### src/hdl/adc_ctl_pkg.sv
// constants, field layout and carrier types for the converter control block
// assumes word-indexed registers: byte address is four times the index
`default_nettype none

package adc_ctl_pkg;

  localparam int REG_IDX_W = 10;
  localparam int DATA_W = 14;
  localparam int SEL_W = 5;
  localparam int IRQ_W = 3;

  // register indices; byte address = index * 4
  localparam logic [REG_IDX_W-1:0] IDX_CONFIG = 10'h001;
  localparam logic [REG_IDX_W-1:0] IDX_CAL_CTL = 10'h005;
  localparam logic [REG_IDX_W-1:0] IDX_CH1_CTL = 10'h006;
  localparam logic [REG_IDX_W-1:0] IDX_CH1_DATL = 10'h007;
  localparam logic [REG_IDX_W-1:0] IDX_CH1_DATH = 10'h008;
  localparam logic [REG_IDX_W-1:0] IDX_HS_DATL = 10'h014;
  localparam logic [REG_IDX_W-1:0] IDX_HS_DATH = 10'h015;
  localparam logic [REG_IDX_W-1:0] IDX_GE_DATL = 10'h016;
  localparam logic [REG_IDX_W-1:0] IDX_GE_DATH = 10'h017;
  localparam logic [REG_IDX_W-1:0] IDX_IRQ_STAT = 10'h020;
  localparam logic [REG_IDX_W-1:0] IDX_IRQ_MASK = 10'h021;

  // field positions
  localparam int CFG_EN_BIT = 0;
  localparam int HS_VALID_BIT = 5;
  localparam int GE_VALID_BIT = 4;
  localparam int HS_EN_BIT = 1;
  localparam int GE_EN_BIT = 0;
  localparam int CH_VALID_BIT = 7;
  localparam int CH_IRQ_EN_BIT = 5;
  localparam int IRQ_CH1_BIT = 0;
  localparam int IRQ_HS_BIT = 1;
  localparam int IRQ_GE_BIT = 2;

  // values after reset, and the highest usable selector code
  localparam logic CFG_EN_RST = 1'h0;
  localparam logic [SEL_W-1:0] SEL_DISABLED = 5'h1f;
  localparam logic [SEL_W-1:0] SEL_MAX = 5'h0d;
  localparam logic [IRQ_W-1:0] IRQ_MASK_RST = 3'h1;
  localparam logic [DATA_W-1:0] DATA_RST = 14'h0000;

  localparam logic [1:0] RESP_OKAY = 2'h0;
  localparam logic [1:0] RESP_SLVERR = 2'h2;

  typedef enum logic [1:0] {
    KIND_CHAN,
    KIND_HSCAL,
    KIND_GECAL
  } conv_kind_type;

  typedef struct packed {
    logic power;
    logic req;
    conv_kind_type kind;
    logic [SEL_W-1:0] sel;
  } conv_req_type;

  typedef struct packed {
    logic wr;
    logic [REG_IDX_W-1:0] widx;
    logic [7:0] wdata;
    logic [REG_IDX_W-1:0] ridx;
  } reg_req_type;

  function automatic logic reg_mapped(input logic [REG_IDX_W-1:0] idx);
    case (idx)
      IDX_CONFIG, IDX_CAL_CTL, IDX_CH1_CTL, IDX_CH1_DATL, IDX_CH1_DATH,
      IDX_HS_DATL, IDX_HS_DATH, IDX_GE_DATL, IDX_GE_DATH,
      IDX_IRQ_STAT, IDX_IRQ_MASK: reg_mapped = 1'h1;
      default: reg_mapped = 1'h0;
    endcase
  endfunction

endpackage

`default_nettype wire

### src/hdl/axil_reg_slave.sv
// axi4-lite slave turning bus beats into one-cycle register strokes
// assumes the register owner answers read data combinationally on ridx
`default_nettype none

module axil_reg_slave #(
  parameter int ADDR_W = 12
) (
  input wire logic aclk, // clock
  input wire logic aresetn, // sync reset, active low
  input wire logic [ADDR_W-1:0] s_axi_awaddr, // write address
  input wire logic s_axi_awvalid, // write address valid
  output logic s_axi_awready, // write address ready
  input wire logic [31:0] s_axi_wdata, // write data
  input wire logic [3:0] s_axi_wstrb, // byte strobes
  input wire logic s_axi_wvalid, // write data valid
  output logic s_axi_wready, // write data ready
  output logic [1:0] s_axi_bresp, // write response
  output logic s_axi_bvalid, // write response valid
  input wire logic s_axi_bready, // write response ready
  input wire logic [ADDR_W-1:0] s_axi_araddr, // read address
  input wire logic s_axi_arvalid, // read address valid
  output logic s_axi_arready, // read address ready
  output logic [31:0] s_axi_rdata, // read data
  output logic [1:0] s_axi_rresp, // read response
  output logic s_axi_rvalid, // read data valid
  input wire logic s_axi_rready, // read data ready
  output adc_ctl_pkg::reg_req_type req, // register stroke
  input wire logic [7:0] rd_data // data at req.ridx
);

  logic [ADDR_W-1:0] awaddr_ff, nxt_awaddr;
  logic aw_have_ff, nxt_aw_have, w_have_ff, nxt_w_have;
  logic [7:0] wdata_ff, nxt_wdata;
  logic wen_ff, nxt_wen;
  logic awready_ff, nxt_awready, wready_ff, nxt_wready;
  logic bvalid_ff, nxt_bvalid, arready_ff, nxt_arready;
  logic rvalid_ff, nxt_rvalid;
  logic [1:0] bresp_ff, nxt_bresp, rresp_ff, nxt_rresp;
  logic [31:0] rdata_ff, nxt_rdata;
  logic wr_fire, rd_fire;
  logic [adc_ctl_pkg::REG_IDX_W-1:0] widx, ridx;

  assign widx = adc_ctl_pkg::REG_IDX_W'(awaddr_ff >> 2);
  assign ridx = adc_ctl_pkg::REG_IDX_W'(s_axi_araddr >> 2);

  always_comb begin
    nxt_awaddr = awaddr_ff;
    nxt_aw_have = aw_have_ff;
    nxt_w_have = w_have_ff;
    nxt_wdata = wdata_ff;
    nxt_wen = wen_ff;
    nxt_bvalid = bvalid_ff;
    nxt_bresp = bresp_ff;
    nxt_rvalid = rvalid_ff;
    nxt_rresp = rresp_ff;
    nxt_rdata = rdata_ff;
    if (s_axi_awvalid && awready_ff) begin
      nxt_awaddr = s_axi_awaddr;
      nxt_aw_have = 1'h1;
    end
    // only byte lane 0 carries register bits
    if (s_axi_wvalid && wready_ff) begin
      nxt_wdata = s_axi_wdata[7:0];
      nxt_wen = s_axi_wstrb[0];
      nxt_w_have = 1'h1;
    end
    wr_fire = aw_have_ff && w_have_ff && !bvalid_ff;
    if (wr_fire) begin
      nxt_aw_have = 1'h0;
      nxt_w_have = 1'h0;
      nxt_bvalid = 1'h1;
      nxt_bresp = adc_ctl_pkg::reg_mapped(widx) ? adc_ctl_pkg::RESP_OKAY
                                               : adc_ctl_pkg::RESP_SLVERR;
    end else if (bvalid_ff && s_axi_bready) begin
      nxt_bvalid = 1'h0;
    end
    rd_fire = s_axi_arvalid && arready_ff;
    if (rd_fire) begin
      nxt_rvalid = 1'h1;
      nxt_rdata = {24'h000000, rd_data};
      nxt_rresp = adc_ctl_pkg::reg_mapped(ridx) ? adc_ctl_pkg::RESP_OKAY
                                               : adc_ctl_pkg::RESP_SLVERR;
    end else if (rvalid_ff && s_axi_rready) begin
      nxt_rvalid = 1'h0;
    end
    nxt_awready = !nxt_aw_have && !nxt_bvalid;
    nxt_wready = !nxt_w_have && !nxt_bvalid;
    nxt_arready = !nxt_rvalid;
    req.wr = wr_fire && wen_ff && adc_ctl_pkg::reg_mapped(widx);
    req.widx = widx;
    req.wdata = wdata_ff;
    req.ridx = ridx;
  end

  always_ff @(posedge aclk) begin
    if (!aresetn) begin
      awaddr_ff <= '0;
      aw_have_ff <= 1'h0;
      w_have_ff <= 1'h0;
      wdata_ff <= 8'h00;
      wen_ff <= 1'h0;
      awready_ff <= 1'h1;
      wready_ff <= 1'h1;
      bvalid_ff <= 1'h0;
      bresp_ff <= adc_ctl_pkg::RESP_OKAY;
      arready_ff <= 1'h1;
      rvalid_ff <= 1'h0;
      rresp_ff <= adc_ctl_pkg::RESP_OKAY;
      rdata_ff <= 32'h00000000;
    end else begin
      awaddr_ff <= nxt_awaddr;
      aw_have_ff <= nxt_aw_have;
      w_have_ff <= nxt_w_have;
      wdata_ff <= nxt_wdata;
      wen_ff <= nxt_wen;
      awready_ff <= nxt_awready;
      wready_ff <= nxt_wready;
      bvalid_ff <= nxt_bvalid;
      bresp_ff <= nxt_bresp;
      arready_ff <= nxt_arready;
      rvalid_ff <= nxt_rvalid;
      rresp_ff <= nxt_rresp;
      rdata_ff <= nxt_rdata;
    end
  end

  assign s_axi_awready = awready_ff;
  assign s_axi_wready = wready_ff;
  assign s_axi_bvalid = bvalid_ff;
  assign s_axi_bresp = bresp_ff;
  assign s_axi_arready = arready_ff;
  assign s_axi_rvalid = rvalid_ff;
  assign s_axi_rresp = rresp_ff;
  assign s_axi_rdata = rdata_ff;

endmodule // axil_reg_slave

`default_nettype wire

### src/hdl/adc_cal_chan_ctl.sv
// converter calibration and voltage channel 1 control, axi4-lite registers
// assumes the converter core shares aclk and pulses conv_done for one cycle
//
// Behaviour
// the end of any calibration conversion sets the high-scale valid flag.
// both calibration valid flags clear on module disable or a written one.
// high-scale valid data is gain data after a gain run, else offset data.
// a finished gain-error calibration sets the gain-error valid flag.
// writing one to the high-scale enable starts it only if gain enable is 0.
// a finished high-scale run stores its result and clears its enable.
// gain enable starts one run that stores, flags and clears the enable.
// each finished channel 1 conversion sets the channel valid flag.
// the channel valid flag clears on module disable or a written one.
// the channel interrupt enable lets a data-valid event raise the irq.
// the 5-bit selector picks inputs 0 to 13, other codes are reserved.
// the all-ones selector disables the channel and is the reset value.
// software sets the selector before a measurement starts.
// config bit 0 enables and powers the converter, off after reset.
// the 14-bit result reads as a low byte and a 6-bit high part.
// the irq is a level held while an unmasked irq status bit stays set.
//
// The AXI4-Lite slave port is this design's own decision.
`default_nettype none

module adc_cal_chan_ctl #(
  parameter int ADDR_W = 12
) (
  input wire logic aclk, // clock, 40 mhz
  input wire logic aresetn, // sync reset, active low
  input wire logic [ADDR_W-1:0] s_axi_awaddr, // write address
  input wire logic s_axi_awvalid, // write address valid
  output logic s_axi_awready, // write address ready
  input wire logic [31:0] s_axi_wdata, // write data
  input wire logic [3:0] s_axi_wstrb, // byte strobes
  input wire logic s_axi_wvalid, // write data valid
  output logic s_axi_wready, // write data ready
  output logic [1:0] s_axi_bresp, // write response
  output logic s_axi_bvalid, // write response valid
  input wire logic s_axi_bready, // write response ready
  input wire logic [ADDR_W-1:0] s_axi_araddr, // read address
  input wire logic s_axi_arvalid, // read address valid
  output logic s_axi_arready, // read address ready
  output logic [31:0] s_axi_rdata, // read data
  output logic [1:0] s_axi_rresp, // read response
  output logic s_axi_rvalid, // read data valid
  input wire logic s_axi_rready, // read data ready
  output adc_ctl_pkg::conv_req_type conv, // request to converter core
  input wire logic conv_done, // core result strobe
  input wire logic [adc_ctl_pkg::DATA_W-1:0] conv_data, // core result
  output logic irq // converter interrupt, level
);

  typedef enum logic {ST_IDLE, ST_BUSY} seq_state_type;

  localparam int DW = adc_ctl_pkg::DATA_W;
  localparam int SW = adc_ctl_pkg::SEL_W;
  localparam int IW = adc_ctl_pkg::IRQ_W;

  adc_ctl_pkg::reg_req_type req;
  logic [7:0] rd_data;

  ////////////////////////////////////////////////////////////////////////////
  // bus slave

  axil_reg_slave #(.ADDR_W(ADDR_W)) u_slave (
    .aclk(aclk),
    .aresetn(aresetn),
    .s_axi_awaddr(s_axi_awaddr),
    .s_axi_awvalid(s_axi_awvalid),
    .s_axi_awready(s_axi_awready),
    .s_axi_wdata(s_axi_wdata),
    .s_axi_wstrb(s_axi_wstrb),
    .s_axi_wvalid(s_axi_wvalid),
    .s_axi_wready(s_axi_wready),
    .s_axi_bresp(s_axi_bresp),
    .s_axi_bvalid(s_axi_bvalid),
    .s_axi_bready(s_axi_bready),
    .s_axi_araddr(s_axi_araddr),
    .s_axi_arvalid(s_axi_arvalid),
    .s_axi_arready(s_axi_arready),
    .s_axi_rdata(s_axi_rdata),
    .s_axi_rresp(s_axi_rresp),
    .s_axi_rvalid(s_axi_rvalid),
    .s_axi_rready(s_axi_rready),
    .req(req),
    .rd_data(rd_data)
  );

  function automatic logic sel_usable(input logic [SW-1:0] sel);
    sel_usable = (sel <= adc_ctl_pkg::SEL_MAX);
  endfunction

  function automatic logic wr_to(input adc_ctl_pkg::reg_req_type r,
                                 input logic [adc_ctl_pkg::REG_IDX_W-1:0] i);
    wr_to = r.wr && (r.widx == i);
  endfunction

  ////////////////////////////////////////////////////////////////////////////
  // registers and sequencer state

  logic cfg_en_ff, nxt_cfg_en;
  logic hs_valid_ff, nxt_hs_valid, ge_valid_ff, nxt_ge_valid;
  logic hs_en_ff, nxt_hs_en, ge_en_ff, nxt_ge_en;
  logic ch_valid_ff, nxt_ch_valid, ch_irq_en_ff, nxt_ch_irq_en;
  logic [SW-1:0] sel_ff, nxt_sel;
  logic [DW-1:0] ch_res_ff, nxt_ch_res, hs_res_ff, nxt_hs_res;
  logic [DW-1:0] ge_res_ff, nxt_ge_res;
  logic [IW-1:0] irq_stat_ff, nxt_irq_stat, irq_mask_ff, nxt_irq_mask;
  logic irq_ff, nxt_irq;
  seq_state_type state_ff, nxt_state;
  adc_ctl_pkg::conv_req_type conv_ff, nxt_conv;

  logic done_ok, chan_done, hs_done, ge_done, wr_cal, wr_ch, ch_clear;

  assign done_ok = (state_ff == ST_BUSY) && conv_done && cfg_en_ff;
  assign chan_done = done_ok && (conv_ff.kind == adc_ctl_pkg::KIND_CHAN);
  assign hs_done = done_ok && (conv_ff.kind == adc_ctl_pkg::KIND_HSCAL);
  assign ge_done = done_ok && (conv_ff.kind == adc_ctl_pkg::KIND_GECAL);
  assign wr_cal = wr_to(req, adc_ctl_pkg::IDX_CAL_CTL);
  assign wr_ch = wr_to(req, adc_ctl_pkg::IDX_CH1_CTL);
  assign ch_clear = !cfg_en_ff ||
                    (wr_ch && req.wdata[adc_ctl_pkg::CH_VALID_BIT]);

  ////////////////////////////////////////////////////////////////////////////
  // register file next state

  always_comb begin
    nxt_cfg_en = cfg_en_ff;
    nxt_hs_en = hs_en_ff;
    nxt_ge_en = ge_en_ff;
    nxt_ch_irq_en = ch_irq_en_ff;
    nxt_sel = sel_ff;
    nxt_ch_res = ch_res_ff;
    nxt_hs_res = hs_res_ff;
    nxt_ge_res = ge_res_ff;
    nxt_irq_mask = irq_mask_ff;
    if (wr_to(req, adc_ctl_pkg::IDX_CONFIG)) begin
      nxt_cfg_en = req.wdata[adc_ctl_pkg::CFG_EN_BIT];
    end
    // completion clears the enables before a same-cycle write lands
    if (hs_done) begin
      nxt_hs_en = 1'h0;
      nxt_hs_res = conv_data;
    end
    // gain data also lands in the high-scale buffer it flags
    if (ge_done) begin
      nxt_ge_en = 1'h0;
      nxt_ge_res = conv_data;
      nxt_hs_res = conv_data;
    end
    if (wr_cal) begin
      nxt_ge_en = req.wdata[adc_ctl_pkg::GE_EN_BIT];
      nxt_hs_en = req.wdata[adc_ctl_pkg::HS_EN_BIT] &&
                  !ge_en_ff && !req.wdata[adc_ctl_pkg::GE_EN_BIT];
    end
    if (wr_ch) begin
      nxt_ch_irq_en = req.wdata[adc_ctl_pkg::CH_IRQ_EN_BIT];
      nxt_sel = req.wdata[SW-1:0];
    end
    if (wr_to(req, adc_ctl_pkg::IDX_IRQ_MASK)) begin
      nxt_irq_mask = req.wdata[IW-1:0];
    end
    if (chan_done) begin
      nxt_ch_res = conv_data;
    end
  end

  ////////////////////////////////////////////////////////////////////////////
  // sticky flags: a set in the clearing cycle wins

  always_comb begin
    nxt_hs_valid = hs_valid_ff;
    nxt_ge_valid = ge_valid_ff;
    nxt_ch_valid = ch_valid_ff;
    nxt_irq_stat = irq_stat_ff;
    if (!cfg_en_ff) begin
      nxt_hs_valid = 1'h0;
      nxt_ge_valid = 1'h0;
    end
    if (wr_cal && req.wdata[adc_ctl_pkg::HS_VALID_BIT]) begin
      nxt_hs_valid = 1'h0;
    end
    if (wr_cal && req.wdata[adc_ctl_pkg::GE_VALID_BIT]) begin
      nxt_ge_valid = 1'h0;
    end
    if (ch_clear) begin
      nxt_ch_valid = 1'h0;
      nxt_irq_stat[adc_ctl_pkg::IRQ_CH1_BIT] = 1'h0;
    end
    if (wr_to(req, adc_ctl_pkg::IDX_IRQ_STAT)) begin
      nxt_irq_stat = nxt_irq_stat & ~req.wdata[IW-1:0];
    end
    if (hs_done || ge_done) begin
      nxt_hs_valid = 1'h1;
    end
    if (ge_done) begin
      nxt_ge_valid = 1'h1;
      nxt_irq_stat[adc_ctl_pkg::IRQ_GE_BIT] = 1'h1;
    end
    if (hs_done) begin
      nxt_irq_stat[adc_ctl_pkg::IRQ_HS_BIT] = 1'h1;
    end
    if (chan_done) begin
      nxt_ch_valid = 1'h1;
      if (ch_irq_en_ff) begin
        nxt_irq_stat[adc_ctl_pkg::IRQ_CH1_BIT] = 1'h1;
      end
    end
    nxt_irq = |(irq_stat_ff & irq_mask_ff);
  end

  ////////////////////////////////////////////////////////////////////////////
  // conversion sequencer: gain run, then high-scale run, then channel 1

  always_comb begin
    nxt_state = state_ff;
    nxt_conv = conv_ff;
    nxt_conv.power = cfg_en_ff;
    case (state_ff)
      ST_IDLE: begin
        nxt_conv.req = 1'h0;
        if (cfg_en_ff) begin
          if (ge_en_ff) begin
            nxt_conv.req = 1'h1;
            nxt_conv.kind = adc_ctl_pkg::KIND_GECAL;
            nxt_state = ST_BUSY;
          end else if (hs_en_ff) begin
            nxt_conv.req = 1'h1;
            nxt_conv.kind = adc_ctl_pkg::KIND_HSCAL;
            nxt_state = ST_BUSY;
          end else if (sel_usable(sel_ff)) begin
            // reserved codes and the all-ones code never convert
            nxt_conv.req = 1'h1;
            nxt_conv.kind = adc_ctl_pkg::KIND_CHAN;
            nxt_conv.sel = sel_ff;
            nxt_state = ST_BUSY;
          end
        end
      end
      ST_BUSY: begin
        if (!cfg_en_ff || conv_done) begin
          nxt_conv.req = 1'h0;
          nxt_state = ST_IDLE;
        end
      end
      default: begin
        nxt_conv.req = 1'h0;
        nxt_state = ST_IDLE;
      end
    endcase
  end

  always_ff @(posedge aclk) begin
    if (!aresetn) begin
      cfg_en_ff <= adc_ctl_pkg::CFG_EN_RST;
      hs_valid_ff <= 1'h0;
      ge_valid_ff <= 1'h0;
      hs_en_ff <= 1'h0;
      ge_en_ff <= 1'h0;
      ch_valid_ff <= 1'h0;
      ch_irq_en_ff <= 1'h0;
      sel_ff <= adc_ctl_pkg::SEL_DISABLED;
      ch_res_ff <= adc_ctl_pkg::DATA_RST;
      hs_res_ff <= adc_ctl_pkg::DATA_RST;
      ge_res_ff <= adc_ctl_pkg::DATA_RST;
      irq_stat_ff <= '0;
      irq_mask_ff <= adc_ctl_pkg::IRQ_MASK_RST;
      irq_ff <= 1'h0;
      state_ff <= ST_IDLE;
      conv_ff <= '{power: 1'h0, req: 1'h0, kind: adc_ctl_pkg::KIND_CHAN,
                   sel: adc_ctl_pkg::SEL_DISABLED};
    end else begin
      cfg_en_ff <= nxt_cfg_en;
      hs_valid_ff <= nxt_hs_valid;
      ge_valid_ff <= nxt_ge_valid;
      hs_en_ff <= nxt_hs_en;
      ge_en_ff <= nxt_ge_en;
      ch_valid_ff <= nxt_ch_valid;
      ch_irq_en_ff <= nxt_ch_irq_en;
      sel_ff <= nxt_sel;
      ch_res_ff <= nxt_ch_res;
      hs_res_ff <= nxt_hs_res;
      ge_res_ff <= nxt_ge_res;
      irq_stat_ff <= nxt_irq_stat;
      irq_mask_ff <= nxt_irq_mask;
      irq_ff <= nxt_irq;
      state_ff <= nxt_state;
      conv_ff <= nxt_conv;
    end
  end

  assign conv = conv_ff;
  assign irq = irq_ff;

  ////////////////////////////////////////////////////////////////////////////
  // read mux; reserved bits read zero

  always_comb begin
    case (req.ridx)
      adc_ctl_pkg::IDX_CONFIG: rd_data = {7'h00, cfg_en_ff};
      adc_ctl_pkg::IDX_CAL_CTL:
        rd_data = {2'h0, hs_valid_ff, ge_valid_ff, 2'h0, hs_en_ff, ge_en_ff};
      adc_ctl_pkg::IDX_CH1_CTL:
        rd_data = {ch_valid_ff, 1'h0, ch_irq_en_ff, sel_ff};
      adc_ctl_pkg::IDX_CH1_DATL: rd_data = ch_res_ff[7:0];
      adc_ctl_pkg::IDX_CH1_DATH: rd_data = {2'h0, ch_res_ff[DW-1:8]};
      adc_ctl_pkg::IDX_HS_DATL: rd_data = hs_res_ff[7:0];
      adc_ctl_pkg::IDX_HS_DATH: rd_data = {2'h0, hs_res_ff[DW-1:8]};
      adc_ctl_pkg::IDX_GE_DATL: rd_data = ge_res_ff[7:0];
      adc_ctl_pkg::IDX_GE_DATH: rd_data = {2'h0, ge_res_ff[DW-1:8]};
      adc_ctl_pkg::IDX_IRQ_STAT: rd_data = {5'h00, irq_stat_ff};
      adc_ctl_pkg::IDX_IRQ_MASK: rd_data = {5'h00, irq_mask_ff};
      default: rd_data = 8'h00;
    endcase
  end
endmodule // adc_cal_chan_ctl

`default_nettype wire

### config.mk
export PLATFORM = sky130hd
export DESIGN_NAME = adc_cal_chan_ctl
export DESIGN_NICKNAME = d
export VERILOG_FILES = /design/src/hdl/adc_ctl_pkg.sv /design/src/hdl/axil_reg_slave.sv /design/src/hdl/adc_cal_chan_ctl.sv
export SDC_FILE = /design/constraint.sdc
export NUM_CORES = 1
export LEC_CHECK = 0
export BUFFER_PORTS_ARGS = -buffer_cell sky130_fd_sc_hd__clkbuf_2
export CORE_MARGIN = 1.5
export CORE_UTILIZATION = 50
export CTS_BUF_LIST = sky130_fd_sc_hd__clkbuf_16
export CTS_CLUSTER_DIAMETER = 80
export DETAILED_ROUTE_END_ITERATION = 12
export HOLD_SLACK_MARGIN = 0.12
export PLACE_DENSITY_LB_ADDON = 0.25
export SLEW_MARGIN = 5
export SYNTH_ARGS = -nofsm -noshare
export SYNTH_HDL_FRONTEND = slang
export SYNTH_SLANG_ARGS = --single-unit
### constraint.sdc
create_clock -name aclk -period 3.95 [get_ports aclk]
set_clock_uncertainty 0.05 [all_clocks]
set_input_delay 0.395 -clock aclk [delete_from_list [all_inputs] [get_ports aclk]]
set_output_delay 0.395 -clock aclk [all_outputs]
set_load 0.1 [all_outputs]
; Word level (Yosys, flattened, before mapping)
; Index checks and enable logic that the tools add are counted.
[op_classes]
order_cmp = 1
eq_ne = 27
n_mux = 48
n_bitwise = 6
reduce_logical = 50
[op_table]
columns = operator, count
row1 = case mux 8 bit (11 select lines), 1
row2 = "== test 10 x 5 -> 1 bit, second input constant", 8
row3 = "== test 10 x 3 -> 1 bit, second input constant", 6
row4 = "== test 10 x 6 -> 1 bit, second input constant", 4
row5 = 2-to-1 mux 1 bit, 34
row6 = 2-to-1 mux 14 bit, 2
row7 = logical AND 1 bit, 26
row8 = OR reduction 11 bit, 2
row9 = "== test 10 x 1 -> 1 bit, second input constant", 2
row10 = "== test 10 x 4 -> 1 bit, second input constant", 2
row11 = 2-to-1 mux 8 bit, 2
row12 = nonzero test 2 bit, 6
row13 = 2-to-1 mux 5 bit, 2
row14 = 2-to-1 mux 3 bit, 3
row15 = zero test 1 bit, 8
row16 = bitwise AND 3 bit, 2
row17 = "!= test 3 x 1 -> 1 bit, second input constant", 2
row18 = "<= comparator 5 x 4 -> 1 bit, second input constant", 1
row19 = AND reduction 5 bit, 1
row20 = 2-to-1 mux 2 bit, 2
row21 = case mux 1 bit (2 select lines), 2
row22 = logical OR 1 bit, 3
row23 = inverter 1 bit, 3
row24 = inverter 3 bit, 1
row25 = other kinds (7), 7
[totals]
reg_bits = 111
out_inout_bits = 51

; Longest topological paths before layout
; Gate-level depths: netlist (run 1).
[logic_depth]
ltp_word = 12
depth_mapped = 8

; By module
; Synthesis (run 1) repeated with hierarchy kept, for this count alone.
[unflattened]
hier_cells = 606
hier_area_um2 = 5021.1
[modules_own_cells]
columns = module, instances, cells_each, area_per_inst_um2, seq_area_each_um2
row1 = adc_cal_chan_ctl, 1, 404, 3349.5, 1421.4
row2 = axil_reg_slave, 1, 202, 1671.6, 720.7

; Least setup slack after synthesis (run 1)
; OpenSTA, ideal clock, no wires.
[synth_path]
path_kind = register to register
startpoint = register conv_ff, in the netlist conv[6]
endpoint = register ge_res_ff[3]
setup_ps = 123
arrival_time_ps = 2016
t_required_ps = 3777
slack_ps = 1762
stages_incl_launch_ff = 6
n_path_buf = 2
cell_sequence = dfxtp_1 > or3b_2 > buf_2 > buf_2 > nand2_1 > a21boi_0
[synth_via]
elab_chain_cells = 2
[synth_lines]
columns = item, line
row1 = start: declaration, adc_cal_chan_ctl.sv:111  ; adc_ctl_pkg::conv_req_type conv_ff, nxt_conv;
row2 = start signal: assignment, adc_cal_chan_ctl.sv:270  ; conv_ff <= '{power: 1'h0, req: 1'h0, kind: adc_ctl_pkg::KIND_CHAN,
row3 = start signal: assignment, adc_cal_chan_ctl.sv:288  ; conv_ff <= nxt_conv;
row4 = == test 2 bit, adc_cal_chan_ctl.sv:118  ; assign ge_done = done_ok && (conv_ff.kind == adc_ctl_pkg::KIND_GECAL);
row5 = logical AND 1 bit, adc_cal_chan_ctl.sv:118
row6 = end signal: assignment, adc_cal_chan_ctl.sv:265  ; ge_res_ff <= adc_ctl_pkg::DATA_RST;
row7 = end signal: assignment, adc_cal_chan_ctl.sv:283  ; ge_res_ff <= nxt_ge_res;
row8 = end: declaration, adc_cal_chan_ctl.sv:107  ; logic [DW-1:0] ge_res_ff, nxt_ge_res;
; No other way between the ends.
; A chain may end at the register's enable or synchronous reset.

; Worst setup path after layout (run 1)
[layout_path]
startpoint = register cfg_en_ff
endpoint = register hs_res_ff[13]
[layout_via]
elab_chain_cells = 3
elab_cells_between_ends = 5
classes_between = 1 x mux / 4 x reduce/logical
[layout_lines]
columns = item, line
row1 = start: declaration, adc_cal_chan_ctl.sv:101  ; logic cfg_en_ff, nxt_cfg_en;
row2 = start signal: assignment, adc_cal_chan_ctl.sv:255  ; cfg_en_ff <= adc_ctl_pkg::CFG_EN_RST;
row3 = start signal: assignment, adc_cal_chan_ctl.sv:273  ; cfg_en_ff <= nxt_cfg_en;
row4 = logical AND 1 bit *, adc_cal_chan_ctl.sv:115  ; assign done_ok = (state_ff == ST_BUSY) && conv_done && cfg_en_ff;
row5 = logical AND 1 bit (on tied branches), "adc_cal_chan_ctl.sv:118, adc_cal_chan_ctl.sv:117"
row6 = 2-to-1 mux 14 bit or nonzero test 2 bit (tied branches), n/a
row7 = end signal: assignment, adc_cal_chan_ctl.sv:264  ; hs_res_ff <= adc_ctl_pkg::DATA_RST;
row8 = end signal: assignment, adc_cal_chan_ctl.sv:282  ; hs_res_ff <= nxt_hs_res;
row9 = end: declaration, adc_cal_chan_ctl.sv:106  ; logic [DW-1:0] ch_res_ff, nxt_ch_res, hs_res_ff, nxt_hs_res;
; Every way passes the cells marked *; elsewhere a longest branch is shown, timed or not.

==> summary.txt, run 1 <==
Worst hold path
  • Hold EP: u_slave.awaddr_ff[10]
  • Worst Hold Class: in -> reg
  • Min-delay src: s_axi_awaddr[10]
  • Hold Path Cell Cnt: 3

Setup path
  • Setup crit start kind: register
  • Worst Path Arrival: about 2.4 ns
  • Worst r2r src: cfg_en_ff
  • WP buf/inv: 0
  • Crit Path Category: reg -> reg
  • Worst Setup End Kind: register
  • Worst EP required: between 4 and 5 ns
  • Top Family by Delay on Critical Path: simple AND/OR/NAND/NOR gates
  • Worst Reg2Reg Path Length in Cells: 5
  • Top fanout value on the critical path: 30
  • CP cell instances: nand3_2 > or3b_2 > nand2_4 > nand2_1 > a21boi_0
  • Worst R2R Setup Slack: 1.73 ns
  • Worst path slowest cell: or3b_2
  • Critical Path Max Stage Delay: 0.79 ns
  • Worst r2r dst: hs_res_ff[13]

STA
  • Final min period: around 2.2 ns
  • Fmax: around 0.45 GHz
  • Final Hold Fails: 0
  • Sum Neg Setup Slack: 0 ns
  • Unrepaired setup endpoints after global routing: false
  • Slew Limit Headroom: 0.2074
  • Final setup violation count: 0
  • Crit share post-route: 0.5616
  • WHS: ~0.23 ns
  • Slew Limit Fails: 0
  • Worst Tran Pin Value: 1.184 ns

GRT
  • First-pass GRT wire length: between 15000 and 20000 µm
  • GRT Util Overall: 0.2283
  • Initial antenna violation count: 0
  • Pin count of the biggest net entering global routing: between 50 and 60
  • Vias in the first global route: 3734
  • Grt ovf: 0

Placed design
  • HPWL after DPL: between 8000 and 9000 µm
  • Placed insts: between 700 and 800
  • Port Buf Inserts: 74
  • Gp weighted congestion: slightly below 0.9

Clocking
  • Clock transition at path regs: ~0.080 ns
  • CTS tree: done
  • Clock sink count: around 110
  • Post-cts resize count: 0
  • Postcts setup bufs: 0
  • Root buffer cell: clkbuf_16
  • Clk Latency, worst-skew pair: about 0.34 ns
  • CTS Hold Bufs: 0
  • TritonCTS Buffers: 9
  • CTS Buffer Depth: 2
  • Htree depth: 3

Yosys
  • Ys async rst share: 0
  • Cell taking the most area after synthesis: dfxtp_1
  • Main synth FF type: dfxtp_1
  • Share of the synthesized area in the top cell type: 0.4233
  • Synth unique cells: 63
  • Ys Warns: 0
  • Syn Std Cell Area: approximately 5000 µm²
  • Number of flops mapped to enable cells by yosys: 0
  • Sequential area share after synthesis: 0.4233
  • Yosys reg bits: between 100 and 150
  • Synth area leaders: dfxtp_1 42%, nand2_1 11%, a21boi_0 9.0%, mux2i_1 4.4%, buf_4 4.3%
  • Mean Syn Cell Area: between 8 and 9 µm²
  • Post-Syn Instances: between 500 and 600

Final layout
  • Filler cells: around 920
  • Sequential Area: 2122 µm²
  • Share of cells above drive strength 1: 0.1784
  • Most common cell after layout, fill and taps aside: nand2_1
  • Multi-input gate area: 2616 µm²
  • Post-Layout Cell Count: around 770
  • NumNets Final: a little over 700
  • Ant. Diodes: 0
  • Area Growth Syn to Fin: 12.15%
  • Most frequent cells in the layout: 141 x nand2_1, 106 x dfxtp_1, 74 x clkbuf_2

Die
  • Rows: 36
  • Initial Util: 0.5153
  • Die H: ~100 µm
  • Io pins: ~130
  • Full die area: 10640 µm²
  • Core area: approximately 9700 µm²
  • Die width: slightly above 100 µm

Job
  • Max-Cap Viols: 0

Power
  • PwrDens: ~420 nW/µm²
  • Pwr Total: 2.340 mW
  • Static leakage: roughly 2.3 nW
  • Max IR drop VDD: about 230 µV

Drt
  • WL/cell: ~15 µm
  • Vias per cell: between 5 and 6
  • Iter 0 DRT Violations: about 240
  • # DRC: 0
  • Via count: ~4200
  • WL final: ~12000 µm
  • Antenna viol nets, final: 0
  • Initial DRT Pass Iterations: 5

Outcome
  • Status: finished clean
-- worst register-to-register path: stages, from the launching register on --
cell and delay (ns):
dfxtp_1 0.56, nand3_2 0.17, or3b_2 0.79, nand2_4 0.31, nand2_1 0.09, a21boi_0 0.17
-- per-stage QoR --
stage | cell area [µm²] | setup WS [ns] | utilization
6_report | 5623 | 1.732 | 0.5779
4_1_cts | 5623 | 1.748 | 0.5779
3_3_place_gp | 5316 | 1.514 | 0.5464
2_1_floorplan | 5107 | 1.762 | -
5_1_grt | 5623 | 1.548 | 0.5779
3_5_place_dp | 5316 | 1.525 | 0.5464
-- cell families after synthesis --
group,after synthesis,synth area share
flip-flops,106,0.4233
multiplexers,30,0.06638
XOR/XNOR,1,0.001747
buffers and inverters,67,0.07362
AO/OA/AOI/OAI,124,0.1807
other,1,0.0007480
AND/OR/NAND/NOR,253,0.2536
-- layout make-up --
class                   instances  share of cell area
flip-flops and latches        106              0.3774
clock buffers                   9             0.04005
multi-input cells             434              0.4653
well taps                     133             0.02960
repair buffers                 76             0.06854
clock inverters                 7             0.01446
inverters                       7            0.004673
-- report_power, final --
group | internal [mW] | switching [mW]
clock network | 0.505 | 0.422
registers | 1.09 | 0.0199
logic | 0.0638 | 0.239
total | 1.66 | 0.681
-- synthesized netlist by cell type, types with 4 or more instances --
cell type / count
a21oi_1: 9
nand2b_1: 4
o21ai_1: 6
nor2_1: 11
o21a_1: 4
mux2i_1: 22
nand3_1: 27
mux2_2: 6
or3_1: 6
and3_1: 6
and2_1: 10
o21ai_0: 9
inv_1: 7
a21boi_0: 60
a21boi_1: 7
clkbuf_1: 24
buf_2: 7
dfxtp_1: 106
nand2_1: 141
nor2b_1: 8
nand4_1: 5
nor3_1: 9
buf_4: 29
-- worst max path at each step --
stage	cells after the start	slack (ns)	end	startpoint
after floorplan	5	1.76	ge_res_ff[3]	conv[6]
after global placement	6	1.51	u_slave.s_axi_rdata[4]	s_axi_araddr[2]
after detailed placement	6	1.53	u_slave.s_axi_rdata[4]	s_axi_araddr[2]
after CTS	4	1.75	ge_res_ff[7]	cfg_en_ff
after global routing	4	1.55	ge_res_ff[4]	cfg_en_ff
final	5	1.73	hs_res_ff[13]	cfg_en_ff
-- per-layer routing --
metal | wire [µm] | up-vias | global-route usage | part of all wire
met5 | 0 | - | 0 | 0
met4 | 105 | 0 | 0.06965 | 0.0090
met3 | 592 | 9 | 0.02508 | 0.051
met2 | 5234 | 131 | 0.3558 | 0.45
met1 | 5732 | 1947 | 0.3324 | 0.49
li1 | - | 2075 | - | -
-- sequential cells by signal, summed over array words and instances (netlist names), 3 cells and up --
| register | cells |
|---|---|
| irq_mask_ff | 3 |
| ge_res_ff | 14 |
| u_slave.s_axi_rdata | 8 |
| sel_ff | 5 |
| u_slave.wdata_ff | 7 |
| irq_stat_ff | 3 |
| hs_res_ff | 14 |
| u_slave.awaddr_ff | 10 |
| ch_res_ff | 14 |
| conv | 9 |
Power figures use the tool's default switching activity.
==> inputs of run 2 (changes only) <==
Settings changed: CORE_UTILIZATION 50 to 48.
Clock period 3.95 ns to 1.8 ns, I/O delays scaled along.
==> run 2 against run 1 <==
Effect of this change:
- flip-flop and latch count stayed put
- sequential share of layout area decreased by 4.1 points
- final area rose by 13%
- via count grew 8.6%
- first-iteration DRC count is 15% higher
- die area rose by 4.0%
- routed wire length grew 9.7%
- critical path depth did not move
- fmax is 25% higher
- utilization rose by 4.1 points
- cell count rose by 9.7%
==> summary.txt, run 2 (synthesized netlist as in run 1, its figures left out) <==
Drt
  • Via count: 4518 (was 4162)
  • WL final: 12800 µm (was 11670 µm)
  • Iter 0 DRT Violations: 274 (was 239)
  • WL/cell: 15.11 µm (about the same)
  • # DRC: 0 (unchanged)
  • Antenna viol nets, final: 0 (unchanged)
  • Vias per cell: 5.334 (was 5.391)
  • Initial DRT Pass Iterations: 9 (was 5)

STA
  • Worst Tran Pin Value: 0.5058 ns (was 1.184 ns)
  • Slew Limit Fails: 0 (unchanged)
  • Fmax: 0.5648 GHz (was 0.4508 GHz)
  • Final setup violation count: 0 (unchanged)
  • Crit share post-route: 0.9836 (was 0.5616)
  • WHS: 0.1232 ns (was 0.2295 ns)
  • Final WS setup: 0.02945 ns (was 1.732 ns)
  • Unrepaired setup endpoints after global routing: true (was false)
  • Final Hold Fails: 0 (unchanged)
  • Slew Limit Headroom: 0.6541 (was 0.2074)
  • Final min period: 1.771 ns (was 2.218 ns)

Power
  • Static leakage: 2.602 nW (was 2.255 nW)
  • PwrDens: 846.6 nW/µm² (was 416.1 nW/µm²)
  • Max IR drop VDD: 605.7 µV (was 234.6 µV)

Setup path
  • Setup crit start kind: register (unchanged)
  • Worst r2r dst: irq_stat_ff[0] (was hs_res_ff[13])
  • Worst Path Arrival: 1.96 ns (was 2.42 ns)
  • Critical Path Max Stage Delay: 0.57 ns (was 0.79 ns)
  • WP buf/inv: 0 (unchanged)
  • Worst Reg2Reg Path Length in Cells: 5 (unchanged)
  • Crit Path Category: reg -> reg (unchanged)
  • Worst R2R Setup Slack: 0.03 ns (was 1.73 ns)
  • Worst r2r src: u_slave.awaddr_ff[11] (was cfg_en_ff)
  • CP Depth: 5 (unchanged)
  • Worst Setup End Kind: register (unchanged)
  • Top fanout value on the critical path: 4 (was 30)
  • Worst path slowest cell: or4b_4 (was or3b_2)
  • Worst EP required: 1.99 ns (was 4.16 ns)
  • Top Family by Delay on Critical Path: simple AND/OR/NAND/NOR gates (unchanged)
  • CP cell instances: or4b_4 > nor3_4 > nand2_4 > o211a_1 > a32o_1 (was nand3_2 > or3b_2 > nand2_4 > nand2_1 > a21boi_0)

Outcome
  • Status: finished clean (unchanged)

Die
  • Die H: 105.2 µm (was 103.1 µm)
  • Die width: 105.2 µm (was 103.1 µm)
  • Full die area: 11070 µm² (was 10640 µm²)
  • Io pins: 133 (unchanged)
  • Initial Util: 0.4900 (was 0.5153)
  • Core area: 10230 µm² (was 9729 µm²)
  • Rows: 37 (was 36)

GRT
  • First-pass GRT wire length: 20640 µm (was 18690 µm)
  • Initial antenna violation count: 0 (unchanged)
  • Grt ovf: 0 (unchanged)
  • Pin count of the biggest net entering global routing: 63 (was 58)
  • Vias in the first global route: 4228 (was 3734)
  • GRT Util Overall: 0.2356 (was 0.2283)

Placed design
  • Port Buf Inserts: 74 (unchanged)
  • Setup WS pre-CTS: -0.1719 ns (was 1.525 ns)
  • HPWL after DPL: 9014 µm (was 8201 µm)
  • Post-Place Cell Area: 5603 µm² (was 5316 µm²)
  • Gp weighted congestion: 0.9090 (was 0.8768)

Clocking
  • Root buffer cell: clkbuf_16 (unchanged)
  • Clock transition at path regs: 0.08 ns (about the same)
  • Htree depth: 3 (unchanged)
  • Clk Latency, worst-skew pair: 0.35 ns (was 0.34 ns)
  • CTS Buffer Depth: 2 (unchanged)
  • CTS tree: done (unchanged)
  • TritonCTS Buffers: 9 (unchanged)
  • Clock sink count: 106 (unchanged)

Final layout
  • Most common cell after layout, fill and taps aside: nand2_1 (unchanged)
  • Share of cells above drive strength 1: 0.2264 (was 0.1784)
  • NumNets Final: 788 (was 716)
  • Most frequent cells in the layout: 141 x nand2_1, 101 x dfxtp_1, 74 x clkbuf_2 (was 141 x nand2_1, 106 x dfxtp_1, 74 x clkbuf_2)
  • Ant. Diodes: 0 (unchanged)
  • Post-route cell area: 6334 µm² (was 5623 µm²)
  • Biggest regs: ch_res_ff: 14 flops, ge_res_ff: 14 flops, hs_res_ff: 14 flops (unchanged)
  • Area Growth Syn to Fin: 26.33% (was 12.15%)
  • Post-layout util: 0.6191 (was 0.5779)

Job
  • Max-Cap Viols: 0 (unchanged)

Worst hold path
  • Min-delay src: conv_done (was s_axi_awaddr[10])
  • Hold EP: state_ff (was u_slave.awaddr_ff[10])
  • Worst Hold Class: in -> reg (unchanged)
  • Hold Path Cell Cnt: 3 (unchanged)
run 2: changes by cell type in the layout (fill, tap and decap cells not counted), moves of 2 or more:
cell	change
buf_4	+35
buf_6	+2
dfxtp_1	-5
dfxtp_2	+4
dlygate4sd3_1	+34
inv_6	-2
run 2: layer usage:
layer	wire length (µm)	GRT usage
met1	5812	0.3170
met4	134	0.06360
met2	6093	0.3898
met3	754	0.03993
met5	0	0
run 2: area by class of cell:
class                           instances  area [µm²]
Clock buffer                            9       225.2
Clock inverter                          7       100.1
Fill cell                             898        3897
Inverter                                7       26.28
Multi-Input combinational cell        434        2650
Sequential cell                       106        2131
Tap cell                              136       170.2
Timing Repair Buffer                  148        1031
run 2: where the power goes:
part | internal [mW] | switching (mW)
sequential | 2.39 | 0.0425
clock | 1.23 | 0.909
combinational | 0.232 | 0.554
run 2: metrics by stage:
step	power [mW]	std cells	setup TNS [ns]
final	5.362	847	0
after global routing	5.554	847	-0.05138
after CTS	5.366	844	0
after detailed placement	3.193	794	-0.2306
after global placement	3.181	794	-0.1918
after floorplan	3.059	607	0
run 2: timing repair:
action,4_1_cts,5_1_grt
endpoints found under the setup margin,6,16
pin swaps,0,2
hold endpoints to repair,67,0
resized for setup,3,8
hold buffers,34,0
setup buffers,0,3
run 2: tightest hold or removal path, cell delays in order:
cell,delay (ns)
clkbuf_2,0.10
nor2_1,0.05
o21a_1,0.15
run 2: how the worst max path moves through the flow:
| stage | from | to |
|---|---|---|
| 3_3_place_gp | s_axi_araddr[6] | u_slave.s_axi_rdata[4] |
| 3_5_place_dp | s_axi_araddr[6] | u_slave.s_axi_rdata[4] |
| 4_1_cts | u_slave.awaddr_ff[11] | ge_valid_ff |
| 2_1_floorplan | u_slave.s_axi_bvalid | irq_stat_ff[0] |
| 5_1_grt | u_slave.awaddr_ff[11] | irq_stat_ff[0] |
| 6_report | u_slave.awaddr_ff[11] | irq_stat_ff[0] |
